`config.mk`:
```
export PLATFORM = sky130hd
export DESIGN_NAME = pgm_top
export DESIGN_NICKNAME = d
export VERILOG_FILES = /design/src/inc/pgm_pkg.sv /design/src/verilog/pgm_top.sv
export VERILOG_INCLUDE_DIRS = /design/src /design/src/inc
export SDC_FILE = /design/constraint.sdc
export NUM_CORES = 1
export LEC_CHECK = 0
export ABC_AREA = 1
export ABC_CLOCK_PERIOD_IN_PS = 2050
export BUFFER_PORTS_ARGS = -buffer_cell sky130_fd_sc_hd__buf_2
export CELL_PAD_IN_SITES_DETAIL_PLACEMENT = 0
export CELL_PAD_IN_SITES_GLOBAL_PLACEMENT = 1
export CORE_MARGIN = 5
export CORE_UTILIZATION = 39
export CTS_CLUSTER_DIAMETER = 150
export DETAILED_ROUTE_END_ITERATION = 12
export PLACE_DENSITY_LB_ADDON = 0.1
export SLEW_MARGIN = 20
export SYNTH_ARGS = -nofsm -noshare
export SYNTH_HDL_FRONTEND = slang
export SYNTH_SLANG_ARGS = --single-unit
export TNS_END_PERCENT = 100
```
`constraint.sdc`:
```
create_clock -name pclk -period 2.05 [get_ports pclk]
set_clock_uncertainty 0.05 [all_clocks]
set_input_delay 0.205 -clock pclk [delete_from_list [all_inputs] [get_ports pclk]]
set_output_delay 0.205 -clock pclk [all_outputs]
set_load 0.02 [all_outputs]
```
`src/inc/pgm_defs.svh`:
```
// register map, field positions, reset values and timing figures of the power-good monitor
`ifndef PGM_DEFS_SVH
`define PGM_DEFS_SVH

// register byte offsets
`define PGM_OFF_CTRL1      8'h00
`define PGM_OFF_CTRL2      8'h04
`define PGM_OFF_FLAGS      8'h08
`define PGM_OFF_MASK       8'h0c
`define PGM_OFF_STATUS     8'h10
`define PGM_OFF_FAULT      8'h14
`define PGM_OFF_RESET      8'h18

// flag and mask bit positions
`define PGM_FLG_POK_DROP   4
`define PGM_FLG_SYNC       5
`define PGM_FLG_SAMPLE     6
`define PGM_FLG_RESET      7
`define PGM_FLG_OVERVOLT   8
`define PGM_FLG_HEAT_SD    9
`define PGM_MSK_POK_DROP   6
`define PGM_MSK_SYNC       7
`define PGM_MSK_SAMPLE     8
`define PGM_MSK_RESET      9

// reset values
`define PGM_CTRL1_RST      10'h00f
`define PGM_CTRL2_RST      3'h0
`define PGM_MASK_RST       10'h000

// gated hold-off time and clock rate
`define PGM_HOLD_US        800
`define PGM_CLK_MHZ        40

`endif

```
`src/inc/pgm_pkg.sv`:
```
// types shared by the power-good monitor
package pgm_pkg;

  // supply and load sequencing of the monitor
  typedef enum logic [1:0] {
    PGM_ST_OFF,
    PGM_ST_LOAD,
    PGM_ST_RUN
  } pgm_state_t;

  // configuration written by software
  typedef struct packed {
    logic       fault_holds_output_low;
    logic       power_ok_behaviour_select;
    logic       heat_warn_monitor_select;
    logic       power_ok_open_drain;
    logic       power_ok_polarity;
    logic [3:0] rail_window_select;
    logic [1:0] linreg_rail_monitor_select;
    logic [1:0] buck_rail_monitor_select;
  } pgm_cfg_t;

  // per-rail indications from the analog side, buck rails in the low bits
  typedef struct packed {
    logic [3:0] under_ok;
    logic [3:0] over_ok;
    logic [3:0] enabled;
    logic [3:0] ramping;
  } pgm_rails_t;

endpackage : pgm_pkg

```
`src/verilog/pgm_top.sv`:
```
// power-good supervision, event flags and apb register file
// Operation
// - buck rail going invalid sets its flag unless fall mask; cleared by writing one
// - linear rail flag set on valid and invalid edges, separate masks, live state bit
// - power-ok dropping from active to inactive sets its flag unless masked
// - sync clock appearing, vanishing, or absent while detecting sets masked flag
// - finished current sample sets a masked flag with no state bit
// - supply undervoltage shuts down at once, registers default, no flag
// - supply recovery defaults registers, loads otp bits, starts, sets reset flag
// - software reset shuts down, restarts with defaults, sets reset flag
// - power-ok state reads one when valid; polarity only inverts the pin
// - select bits pick rails; disabled regulators are masked out automatically
// - a select bit adds the heat warning to the power-ok combination
// - output active only when rails, warning, overvolt and shutdown flags are clean
// - window bit zero checks undervoltage, one checks under and overvoltage
// - config bits pick pin polarity and push-pull or open-drain drive
// - behaviour bit, default from otp, zero gated, one continuous
// - gated output active after load, held 800 us after enable or voltage change
// - gated faults latch and stop monitoring until software clears them
// - continuous output active after load, inactive on enable, then tracks rails
// - rail fault bits latch until software writes one to that bit
// - continuous output inactive while any monitored rail is ramping
// - output returns active when rails recover unless fault gating is on
// - with fault gating on, output stays inactive while any fault bit pends
// - interrupt pin low while any flag pends, released when all are cleared
//
// Added by the designer: the APB interface to the registers and the register addresses.
`timescale 1ns/1ps
`include "pgm_defs.svh"

module pgm_top #(
  parameter int         ADDR_W      = 8,
  parameter int         HOLD_CYCLES = `PGM_HOLD_US * `PGM_CLK_MHZ
) (
  input  wire logic                pclk,
  input  wire logic                presetn,
  input  wire logic                psel,
  input  wire logic                penable,
  input  wire logic                pwrite,
  input  wire logic [ADDR_W-1:0]   paddr,
  input  wire logic [31:0]         pwdata,
  output logic      [31:0]         prdata,
  output logic                     pready,
  output logic                     pslverr,
  input  wire pgm_pkg::pgm_rails_t rails,
  input  wire logic                analog_supply_input,
  input  wire logic                heat_warn_state,
  input  wire logic                heat_shutdown_in,
  input  wire logic                overvolt_in,
  input  wire logic                sync_clk_present,
  input  wire logic                sync_clk_detect_en,
  input  wire logic                current_sample_done,
  input  wire logic                otp_behaviour,
  input  wire logic                otp_reset_mask,
  output logic                     power_ok_output,
  output logic                     power_ok_oe,
  output logic                     irq_out_n,
  output logic                     shutdown_req
);

  localparam int CW = $clog2(HOLD_CYCLES + 1);
  pgm_pkg::pgm_state_t state;
  pgm_pkg::pgm_cfg_t   cfg;
  logic [9:0]          flags;
  logic [9:0]          mask;
  logic                reset_mask;
  logic [3:0]          fault;
  logic                sw_rst;
  logic                pok;
  logic                pok_d;
  logic [3:0]          valid_prev;
  logic [3:0]          en_prev;
  logic                sync_prev;
  logic [CW-1:0]       hold_cnt;
  logic [31:0]         next_prdata;
  logic                next_pok;
  logic                next_err;

  // write-one-to-clear with the set side winning
  function automatic logic [9:0] w1c(input logic [9:0] cur, input logic [9:0] set,
                                     input logic [9:0] clr);
    w1c = (cur & ~clr) | set;
  endfunction : w1c

  // register hit decode, shared by read and write paths
  function automatic logic hit(input logic [ADDR_W-1:0] a, input logic [7:0] off);
    hit = (a == ADDR_W'(off));
  endfunction : hit

  // bus strobes; writes only land while the block runs
  logic wipe;
  logic wr;
  assign wipe = (state != pgm_pkg::PGM_ST_RUN);
  assign wr   = psel & penable & pready & pwrite & ~wipe;

  // rail classification
  logic [3:0] rail_valid;
  logic [3:0] monitored;
  logic [3:0] rail_bad;
  logic [3:0] en_rise;
  logic       gate_busy;
  logic       others_ok;
  assign rail_valid = rails.under_ok & (~cfg.rail_window_select | rails.over_ok);
  assign monitored  = {cfg.linreg_rail_monitor_select, cfg.buck_rail_monitor_select}
                      & rails.enabled;
  assign rail_bad   = monitored & ~rail_valid;
  assign en_rise    = rails.enabled & ~en_prev;
  // the cycle that starts a hold is already held, so a change cannot slip through
  assign gate_busy  = (hold_cnt != '0) | (rails.enabled != en_prev)
                      | (|(monitored & rails.ramping));
  assign others_ok  = ~flags[`PGM_FLG_OVERVOLT] & ~flags[`PGM_FLG_HEAT_SD]
                      & ~(cfg.heat_warn_monitor_select & heat_warn_state);

  // sequencing: off while supply low, one load cycle, then run
  always_ff @(posedge pclk or negedge presetn) begin
    if (!presetn) begin
      state <= pgm_pkg::PGM_ST_OFF;
    end else begin
      case (state)
        pgm_pkg::PGM_ST_OFF: begin
          if (analog_supply_input) state <= pgm_pkg::PGM_ST_LOAD;
        end
        pgm_pkg::PGM_ST_LOAD: begin
          state <= analog_supply_input ? pgm_pkg::PGM_ST_RUN : pgm_pkg::PGM_ST_OFF;
        end
        pgm_pkg::PGM_ST_RUN: begin
          if (!analog_supply_input) state <= pgm_pkg::PGM_ST_OFF;
          else if (sw_rst) state <= pgm_pkg::PGM_ST_LOAD;
        end
        default: state <= pgm_pkg::PGM_ST_OFF;
      endcase
    end
  end

  // software reset request, self clearing
  always_ff @(posedge pclk or negedge presetn) begin
    if (!presetn) sw_rst <= 1'b0;
    else          sw_rst <= wr & hit(paddr, `PGM_OFF_RESET) & pwdata[0];
  end

  // regulators go down at once on undervoltage or software reset
  always_ff @(posedge pclk or negedge presetn) begin
    if (!presetn) shutdown_req <= 1'b1;
    else shutdown_req <= wipe | sw_rst | ~analog_supply_input;
  end

  // configuration; behaviour default and reset mask come from otp
  always_ff @(posedge pclk or negedge presetn) begin
    if (!presetn) begin
      cfg        <= pgm_pkg::pgm_cfg_t'({`PGM_CTRL2_RST, `PGM_CTRL1_RST});
      mask       <= `PGM_MASK_RST;
      reset_mask <= 1'b0;
    end else if (wipe) begin
      cfg        <= pgm_pkg::pgm_cfg_t'({`PGM_CTRL2_RST, `PGM_CTRL1_RST});
      cfg.power_ok_behaviour_select <= otp_behaviour;
      mask       <= `PGM_MASK_RST;
      reset_mask <= otp_reset_mask;
    end else if (wr) begin
      if (hit(paddr, `PGM_OFF_CTRL1)) cfg[9:0]   <= pwdata[9:0];
      if (hit(paddr, `PGM_OFF_CTRL2)) cfg[12:10] <= pwdata[2:0];
      if (hit(paddr, `PGM_OFF_MASK))  mask       <= pwdata[9:0];
    end
  end

  // edge history of rails, enables and sync clock
  always_ff @(posedge pclk or negedge presetn) begin
    if (!presetn) begin
      valid_prev <= 4'h0;
      en_prev    <= 4'h0;
      sync_prev  <= 1'b0;
      pok_d      <= 1'b0;
    end else begin
      valid_prev <= rail_valid;
      en_prev    <= rails.enabled;
      sync_prev  <= sync_clk_present;
      pok_d      <= wipe ? 1'b0 : pok;
    end
  end

  // gated hold-off timer restarts on load, enable change or ramp
  always_ff @(posedge pclk or negedge presetn) begin
    if (!presetn) hold_cnt <= '0;
    else if (wipe || (rails.enabled != en_prev) || |(monitored & rails.ramping))
      hold_cnt <= CW'(HOLD_CYCLES);
    else if (gate_busy) hold_cnt <= hold_cnt - 1'b1;
  end

  // rail fault latches, one per rail
  genvar gi;
  generate
    for (gi = 0; gi < 4; gi++) begin : g_fault
      logic set_f;
      assign set_f = rail_bad[gi] & ~wipe &
                     (cfg.power_ok_behaviour_select | ~gate_busy);
      always_ff @(posedge pclk or negedge presetn) begin
        if (!presetn) fault[gi] <= 1'b0;
        else if (wipe) fault[gi] <= 1'b0;
        else fault[gi] <= set_f |
                          (fault[gi] & ~(wr & hit(paddr, `PGM_OFF_FAULT) & pwdata[gi]));
      end
    end
  endgenerate

  // power-ok combination per behaviour
  always_comb begin
    next_pok = pok;
    if (state == pgm_pkg::PGM_ST_LOAD) begin
      next_pok = 1'b1;
    end else if (wipe) begin
      next_pok = 1'b0;
    end else if (!cfg.power_ok_behaviour_select) begin
      if (!gate_busy) next_pok = others_ok & ~|rail_bad & ~|fault;
    end else begin
      next_pok = others_ok & ~|rail_bad
                 & ~|(monitored & rails.ramping)
                 & ~|en_rise
                 & ~(cfg.fault_holds_output_low & |fault);
    end
  end

  always_ff @(posedge pclk or negedge presetn) begin
    if (!presetn) pok <= 1'b0;
    else          pok <= next_pok;
  end

  // pin drive; polarity touches only the pin, open drain releases for high
  always_ff @(posedge pclk or negedge presetn) begin
    if (!presetn) begin
      power_ok_output <= 1'b0;
      power_ok_oe     <= 1'b0;
    end else begin
      power_ok_output <= cfg.power_ok_open_drain ? 1'b0 : (pok ^ cfg.power_ok_polarity);
      power_ok_oe     <= cfg.power_ok_open_drain ? ~(pok ^ cfg.power_ok_polarity) : 1'b1;
    end
  end

  // event sources
  logic [9:0] set_ev;
  logic [9:0] clr_ev;
  always_comb begin
    set_ev       = 10'h000;
    set_ev[1:0]  = valid_prev[1:0] & ~rail_valid[1:0] & ~mask[1:0];
    set_ev[3:2]  = (~valid_prev[3:2] & rail_valid[3:2] & ~mask[3:2])
                 | (valid_prev[3:2] & ~rail_valid[3:2] & ~mask[5:4]);
    set_ev[`PGM_FLG_POK_DROP] = pok_d & ~pok & ~mask[`PGM_MSK_POK_DROP];
    set_ev[`PGM_FLG_SYNC]     = ((sync_prev ^ sync_clk_present)
                               | (sync_clk_detect_en & ~sync_clk_present))
                               & ~mask[`PGM_MSK_SYNC];
    set_ev[`PGM_FLG_SAMPLE]   = current_sample_done & ~mask[`PGM_MSK_SAMPLE];
    set_ev[`PGM_FLG_OVERVOLT] = overvolt_in;
    set_ev[`PGM_FLG_HEAT_SD]  = heat_shutdown_in;
    clr_ev = (wr && hit(paddr, `PGM_OFF_FLAGS)) ? pwdata[9:0] : 10'h000;
  end

  // sticky flags; the reset flag is posted as the load cycle ends
  always_ff @(posedge pclk or negedge presetn) begin
    if (!presetn) begin
      flags <= 10'h000;
    end else if (wipe) begin
      flags <= 10'h000;
      flags[`PGM_FLG_RESET] <= (state == pgm_pkg::PGM_ST_LOAD) & ~otp_reset_mask;
    end else begin
      flags <= w1c(flags, set_ev, clr_ev);
    end
  end

  // interrupt pin follows any pending flag
  always_ff @(posedge pclk or negedge presetn) begin
    if (!presetn) irq_out_n <= 1'b1;
    else          irq_out_n <= ~|flags;
  end

  // read mux, taken in the setup cycle
  always_comb begin
    next_prdata = 32'h0000_0000;
    next_err    = 1'b0;
    if (hit(paddr, `PGM_OFF_CTRL1))       next_prdata[9:0]  = cfg[9:0];
    else if (hit(paddr, `PGM_OFF_CTRL2))  next_prdata[2:0]  = cfg[12:10];
    else if (hit(paddr, `PGM_OFF_FLAGS))  next_prdata[9:0]  = flags;
    else if (hit(paddr, `PGM_OFF_MASK))   next_prdata[9:0]  = {reset_mask, mask[8:0]};
    else if (hit(paddr, `PGM_OFF_STATUS)) next_prdata[8:0]  = {heat_shutdown_in, overvolt_in,
        heat_warn_state, sync_clk_present, pok, rail_valid};
    else if (hit(paddr, `PGM_OFF_FAULT))  next_prdata[3:0]  = fault;
    else if (!hit(paddr, `PGM_OFF_RESET)) next_err = 1'b1;
  end

  // zero-wait apb answer: pready rises in the first access cycle
  always_ff @(posedge pclk or negedge presetn) begin
    if (!presetn) begin
      pready  <= 1'b0;
      pslverr <= 1'b0;
      prdata  <= 32'h0000_0000;
    end else begin
      pready  <= psel & ~penable;
      pslverr <= psel & ~penable & next_err;
      prdata  <= (psel & ~penable & ~pwrite) ? next_prdata : 32'h0000_0000;
    end
  end

  // checks
  buck_flag_set_a: assert property (@(posedge pclk) disable iff (!presetn)
    (!wipe && valid_prev[0] && !rail_valid[0] && !mask[0]) |=> flags[0])
    else $error("buck fall event lost");
  lin_flag_rise_a: assert property (@(posedge pclk) disable iff (!presetn)
    (!wipe && !valid_prev[2] && rail_valid[2] && !mask[2]) |=> flags[2])
    else $error("linear rise event lost");
  pok_drop_flag_a: assert property (@(posedge pclk) disable iff (!presetn)
    (!wipe && pok_d && !pok && !mask[`PGM_MSK_POK_DROP]) |=> flags[`PGM_FLG_POK_DROP])
    else $error("power-ok drop not flagged");
  irq_level_a: assert property (@(posedge pclk) disable iff (!presetn)
    (|flags) |=> !irq_out_n)
    else $error("interrupt pin not low");
  uvlo_wipe_a: assert property (@(posedge pclk) disable iff (!presetn)
    (state == pgm_pkg::PGM_ST_OFF) |=> (flags == 10'h000 && fault == 4'h0 && shutdown_req))
    else $error("undervoltage did not wipe");
  pin_polarity_a: assert property (@(posedge pclk) disable iff (!presetn)
    !cfg.power_ok_open_drain |=> (power_ok_output == ($past(pok) ^ $past(cfg.power_ok_polarity))))
    else $error("pin polarity wrong");
  fault_gate_a: assert property (@(posedge pclk) disable iff (!presetn)
    (!wipe && cfg.power_ok_behaviour_select && cfg.fault_holds_output_low && |fault) |=> !pok)
    else $error("pending fault did not hold output");
  hold_timer_a: assert property (@(posedge pclk) disable iff (!presetn)
    (!wipe && !cfg.power_ok_behaviour_select && gate_busy) |=> (pok == $past(pok)) || wipe)
    else $error("gated output moved during hold");
  fault_sticky_a: assert property (@(posedge pclk) disable iff (!presetn)
    (fault[0] && !wipe && !(wr && hit(paddr, `PGM_OFF_FAULT) && pwdata[0])) |=> fault[0])
    else $error("rail fault lost without clear");

  reset_flag_c: cover property (@(posedge pclk) disable iff (!presetn)
    state == pgm_pkg::PGM_ST_LOAD ##1 flags[`PGM_FLG_RESET]);
  gated_drop_c: cover property (@(posedge pclk) disable iff (!presetn)
    !cfg.power_ok_behaviour_select && pok ##1 !pok);
  cont_ramp_c: cover property (@(posedge pclk) disable iff (!presetn)
    cfg.power_ok_behaviour_select && |(monitored & rails.ramping) ##1 !pok);

endmodule : pgm_top
```
==> results of run 1 <==
## path summary, 6_finish.rpt
| kind | start | end | slack (ns) | cells past startpoint |
|---|---|---|---|---|
| worst max-delay path | rails[5] | fault[3]$_DFF_PN0_ | 0.15 | 9 |
| worst min-delay path | otp_reset_mask | reset_mask$_DFFE_PN0N_ | 0.04 | 3 |
| worst max register to register | hold_cnt[0]$_DFFE_PN0P_ | hold_cnt[10]$_DFFE_PN0P_ | 0.31 | 9 |
| worst min register to register | flags[6]$_DFF_PN0_ | irq_out_n$_DFF_PN1_ | 0.41 | 1 |
| max in group asynchronous | presetn | valid_prev[3]$_DFF_PN0_ | 1.00 | 3 |
| min in group asynchronous | presetn | cfg[6]$_DFFE_PN0P_ | 0.31 | 2 |
## repair_timing
item,CTS,global route
hold buffers,6,0
endpoints found under the hold margin,31,0
setup endpoints to repair,0,0
buffers inserted,0,0
## area by class of cell
cell class	count	area, um^2
Clock buffer	12	267
Clock inverter	4	25.0
Fill cell	1151	6090
Inverter	98	368
Multi-Input combinational cell	386	2000
Sequential cell	82	2060
Tap cell	143	179
Timing Repair Buffer	74	428
## cells in the final DEF (no fill, tap or decap), types with 8 or more instances in the layout
| cell | Yosys | layout |
|---|---|---|
| clkbuf_16 | 0 | 9 |
| nor2_4 | 8 | 8 |
| nor3_1 | 8 | 8 |
| conb_1 | 1 | 22 |
| nand3_1 | 41 | 41 |
| a21oi_1 | 29 | 29 |
| nand4_1 | 8 | 8 |
| nand2_1 | 121 | 121 |
| o22ai_1 | 12 | 12 |
| inv_1 | 90 | 90 |
| inv_2 | 8 | 8 |
| buf_2 | 1 | 62 |
| dfrtp_1 | 76 | 76 |
| o21ai_2 | 10 | 10 |
| nand2_2 | 9 | 9 |
| nor2_1 | 51 | 51 |
| o21ai_0 | 16 | 16 |
| nor2_2 | 12 | 12 |
## power by group
part / internal (mW) / switching, mW
logic: 0.154 / 0.331
clock network: 0.916 / 0.667
registers: 1.68 / 0.0455
total: 2.75 / 1.04
## cells by family after synthesis
group	Yosys count	share of synthesized area, %
fa+ha+maj	6	1.66
xor+xnor	3	0.581
compound gates	80	10.8
other cells	1	0.0829
buf+inv	122	12.0
flops	82	45.5
simple gates	275	29.4
## flip-flops by register name (all words and copies together) (netlist names), 2 cells and up
signal and flops:
valid_prev 4, state 2, prdata 10, en_prev 4
hold_cnt 15, mask 9, cfg 13, flags 10
fault 4
## worst max-delay path: cells and delay by family
family,cells,cell delay (ns)
compound gates,2,0.36
fa+ha+maj,1,0.27
buf+inv,2,0.69
simple gates,4,0.59
## routing by layer
layer | track usage [%] | vias to the layer above
met2 | 29.3 | 108
met1 | 26.8 | 1825
li1 | - | 1933
met3 | 3.75 | 17
met5 | 0 | -
met4 | 6.31 | 0
## stage by stage
step	cell area (um^2)	power [mW]	cells	utilization (%)
floorplan	4600	2.06	590	-
global placement	4980	2.23	777	43.6
detailed placement	4980	2.24	777	43.6
CTS	5330	3.84	799	46.7
global route	5330	3.97	799	46.7
finish	5330	3.80	799	46.7
==> impl_metrics.py, run 1 <==
metrics = {
    "finish": {
        "drive_above_1_share_pct": 22.9,
        "nNetsFinal": 727,
        "layout-area-overhead-vs-synth_pct": 17.8,
        "antenna_cells": 0,
    },
    "clock_tree": {
        "h-tree-depth": 3,
        "cts_sinks": 82,
        "clock_path_buffers": 2,
        "clockRootBuffer": "clkbuf_16",
        "clock_latency_ns": 0.34,
        "cts_tree": "done",
        "cts_made_buffers": 9,
        "clkTransAtPathRegs_ns": 0.06,
        "post_cts_resized": 0,
    },
    "timing": {
        "min_period_ns": 1.90,
        "tightest_slew_ns": 0.536,
        "setup_viol": 0,
        "fin_crit_sh_pct": 92.6,
        "fin_hold_ws_ns": 0.0397,
        "fin_ws_ns": 0.153,
        "finalSetupTns_ns": 0,
        "hold_viol": 0,
        "rsz0062_at_grt": "no",
        "drv_slew": 0,
        "max_freq_mhz": 527,
        "relSlewSlack_pct": 64.2,
    },
    "setup_path": {
        "critPathMaxFanout": 4,
        "endpoint_kind": "flop",
        "crit_chain": "dlygate4sd3_1 > buf_2 > ha_1 > nand2_1 > nor2_2 > nand3_2 > o21bai_4 > nand2_1 > a21oi_1",
        "startpoint_type": "input pin",
        "crit_top_cell": "nand2_1",
        "crit_slowest_cell": "dlygate4sd3_1",
        "required_ns": 2.27,
        "path_class": "input pin to flop",
        "critPathMaxStageDelay_ns": 0.54,
        "cp.arrival_ns": 2.12,
    },
    "drt": {
        "routed_wl_mm": 12.6,
        "vias": 3883,
        "wl_met2_mm": 5.78,
        "vias_per_cell": 4.86,
        "drtPass1Iterations": 4,
        "wl_met3_um": 616,
        "routed.top_layer": "met4",
        "ant_nets": 0,
        "wl_per_cell_um": 15.7,
        "drt_drc_violations_left": 0,
        "wl_met1_mm": 5.93,
        "drtIter0Drc": 195,
    },
    "global_route": {
        "track_usage_pct": 19.0,
        "grt_pass1_wl_mm": 20.9,
        "grt_pass1_vias": 3952,
        "grt_max_degree": 34,
        "antenna_found_initial": 0,
        "grt-ovfl-total": 0,
    },
    "place": {
        "dp_slack_ns": 0.310,
        "dpl.hpwl_mm": 9.71,
        "gp_congestion": 0.818,
        "port_buffers": 63,
    },
    "yosys": {
        "synth.most_common_cell": "nand2_1",
        "synth_top_area_share_pct": 42.0,
        "synthCells": 569,
        "synthArstFlopShare_pct": 100,
        "yosysWarnings": 0,
        "synth_ff_type": "dfrtp_1",
        "synth-edff-count": 0,
        "synth_seq_cells": 82,
        "yosysTopAreaCell": "dfrtp_1",
        "ys_seq_area_share_pct": 45.5,
        "synth_commonest_cells": "nand2_1 (121), inv_1 (90), dfrtp_1 (76), nor2_1 (51), nand3_1 (41)",
        "postSynthAreaPerCell_um2": 7.95,
        "syn_area_um2": 4520,
        "synthTopCellsByArea": "dfrtp_1 (42%), nand2_1 (10%), inv_1 (7.5%)",
        "synthDistinctLibCells": 38,
    },
    "floorplan": {
        "initial_core_util_pct": 39.6,
        "coreArea_um2": 11400,
        "die_y_um": 118,
        "placementRows": 39,
        "dieArea_um2": 13900,
        "die_w_um": 118,
        "io_pins": 108,
    },
    "flow_run": {
        "maxCapViolations": 0,
    },
    "power_and_ir_drop": {
        "ir_worst_vdd_uv": 360,
        "leakage_nw": 2.80,
        "cellPowerDensity_nw_per_um2": 713,
    },
    "run_status": {
        "status": "finished, final reports clean",
    },
    "min_path": {
        "hold_class": "input pin to flop",
    },
}
Note: power is estimated with default switching activity, not from simulation.
==> run 2, diff against run 1 <==
--- a/config.mk
+++ b/config.mk
@@ -11,11 +11,12 @@
 export BUFFER_PORTS_ARGS = -buffer_cell sky130_fd_sc_hd__buf_2
 export CELL_PAD_IN_SITES_DETAIL_PLACEMENT = 0
 export CELL_PAD_IN_SITES_GLOBAL_PLACEMENT = 1
-export CORE_MARGIN = 5
+export CORE_MARGIN = 3
 export CORE_UTILIZATION = 39
 export CTS_CLUSTER_DIAMETER = 150
 export DETAILED_ROUTE_END_ITERATION = 12
 export PLACE_DENSITY_LB_ADDON = 0.1
+export REMOVE_ABC_BUFFERS = 1
 export SLEW_MARGIN = 20
 export SYNTH_ARGS = -nofsm -noshare
 export SYNTH_HDL_FRONTEND = slang
==> run 2 against run 1 <==
Effect of this change:
- global-route usage up 1.4 points
- final cell count down 0.38%
- clock-buffer cell count fell by 2
- final area increased by 0.45%
- hold slack got worse by 0.0027 ns
- via count decreased by 0.93%
- fmax up 2.6%
- setup slack better by 0.049 ns
- critical path type unchanged
==> impl_metrics.py, run 2 (synthesis gave the netlist of run 1 again) <==
metrics = {
    "run_status": {
        "status": "finished, final reports clean",
    },
    "finish": {
        "antenna_cells": 0,
        "nNetsFinal": 727,
        "final_common_cell": "nand2_1",
        "fin_area_um2": 5350,
        "regMostFlops": "hold_cnt",
        "fillers": 1138,
        "largest_register_ffs": 15,
        "top_regs": "hold_cnt: 15 flops, cfg: 13 flops",
        "final_util_pct": 48.3,
        "stdcell_count": 796,
        "layout-area-overhead-vs-synth_pct": 18.3,
        "drive_above_1_share_pct": 22.9,
        "final_cell_mix": "nand2_1 (121), inv_1 (90), dfrtp_1 (76)",
    },
    "global_route": {
        "grt_max_degree": 42,
        "antenna_found_initial": 0,
        "track_usage_pct": 20.4,
        "grt_pass1_wl_mm": 20.3,
        "grt_pass1_vias": 3862,
        "grt-ovfl-total": 0,
    },
    "place": {
        "dp_slack_ns": 0.338,
        "port_buffers": 63,
        "dp.cells": 774,
        "gp_congestion": 0.856,
        "dpl.hpwl_mm": 9.51,
        "post_dp_cell_area_um2": 4970,
    },
    "setup_path": {
        "startpoint_type": "input pin",
        "cp_num_buf_inv": 3,
        "endpoint_kind": "flop",
        "crit_top_cell": "nand2_1",
        "critPathMaxFanout": 9,
        "required_ns": 2.24,
        "crit_slowest_cell": "dlygate4sd3_1",
        "critPathMaxStageDelay_ns": 0.53,
        "crit_chain": "dlygate4sd3_1 > buf_2 > ha_1 > nand2_1 > nor2_2 > nand3_2 > nor2_8 > inv_1 > nand4_1 > nand2_1",
        "crit_family": "simple AND/OR/NAND/NOR gates",
        "cp.arrival_ns": 2.03,
        "path_class": "input pin to flop",
    },
    "floorplan": {
        "dieArea_um2": 12900,
        "initial_core_util_pct": 40.8,
        "die_w_um": 114,
        "coreArea_um2": 11100,
        "die_y_um": 114,
        "placementRows": 38,
        "io_pins": 108,
    },
    "power_and_ir_drop": {
        "cellPowerDensity_nw_per_um2": 740,
        "ir_worst_vdd_uv": 678,
        "p_total_mw": 3.96,
        "leakage_nw": 2.82,
    },
    "timing": {
        "tightest_slew_ns": 0.570,
        "drv_slew": 0,
        "relSlewSlack_pct": 62.0,
        "finalSetupTns_ns": 0,
        "fin_crit_sh_pct": 90.2,
        "min_period_ns": 1.85,
        "setup_viol": 0,
        "fin_hold_ws_ns": 0.0371,
        "fin_ws_ns": 0.201,
        "max_freq_mhz": 541,
        "hold_viol": 0,
        "rsz0062_at_grt": "no",
    },
    "clock_tree": {
        "postCtsSetupRepairBufs": 0,
        "clockRootBuffer": "clkbuf_16",
        "h-tree-depth": 3,
        "clock_path_buffers": 2,
        "cts_made_buffers": 9,
        "cts_sinks": 82,
        "clkTransAtPathRegs_ns": 0.06,
        "post_cts_resized": 0,
        "cts_tree": "done",
        "clock_latency_ns": 0.34,
        "cts-hold-fix-buffers": 6,
    },
    "drt": {
        "drtPass1Iterations": 4,
        "ant_nets": 0,
        "drt_drc_violations_left": 0,
        "wl_per_cell_um": 15.4,
        "drtIter0Drc": 234,
        "vias": 3847,
        "vias_per_cell": 4.83,
        "routed_wl_mm": 12.3,
    },
    "flow_run": {
        "maxCapViolations": 0,
    },
    "min_path": {
        "hold_class": "input pin to flop",
    },
}
==> run 2: changes by cell type in the layout (fill, tap and decap cells not counted) <==
cell and change:
bufinv_16 +2, clkbuf_8 -2, clkinv_2 +2, clkinvlp_4 -2
==> run 2: worst reg2reg max path: cells and delay by family (launching register included) <==
| family | cells | cell delay, ns |
|---|---|---|
| buffers and inverters | 3 | 0.42 |
| AND/OR/NAND/NOR | 4 | 0.37 |
| AO/OA/AOI/OAI | 1 | 0.17 |
| flip-flops | 1 | 0.39 |
| adder cells (fa/ha/maj) | 1 | 0.22 |
==> run 2: area by class of cell <==
cell class	count	area, um^2	share of cell area [%]
sequential	82	2060	38.5
multi-input combinational	386	2000	37.4
tap	140	175	3.27
timing repair buffer	74	428	8.00
clock buffer	10	239	4.47
inverter	98	368	6.87
clock inverter	6	80.1	1.50
==> run 2: final timing paths <==
kind,startpoint,end,slack [ns],cells past startpoint
hold / removal,otp_reset_mask,flags[7]$_DFF_PN0_,0.04,2
max in group asynchronous,presetn,cfg[0]$_DFFE_PN1P_,0.97,3
hold reg to reg,flags[6]$_DFF_PN0_,irq_out_n$_DFF_PN1_,0.39,1
setup reg to reg,hold_cnt[0]$_DFFE_PN0P_,hold_cnt[10]$_DFFE_PN0P_,0.31,9
setup / recovery,rails[5],hold_cnt[11]$_DFFE_PN0P_,0.20,10
min in group asynchronous,presetn,prdata[8]$_DFF_PN0_,0.35,2
==> run 2: where the power goes <==
group / internal (mW) / leakage (nW) / switching (mW)
Combinational: 0.154 / 1.60 / 0.326
Clock: 1.09 / 0.162 / 0.658
Sequential: 1.68 / 1.05 / 0.0458
Total: 2.93 / 2.82 / 1.03
==> run 2: layer usage <==
layer  up-vias  wire length (um)  GRT usage (%)
met5         -                 0              0
met4         0               138           4.65
met3        11               664           4.88
met2       111              5170           30.1
met1      1800              6320           30.4
li1       1925                 -              -
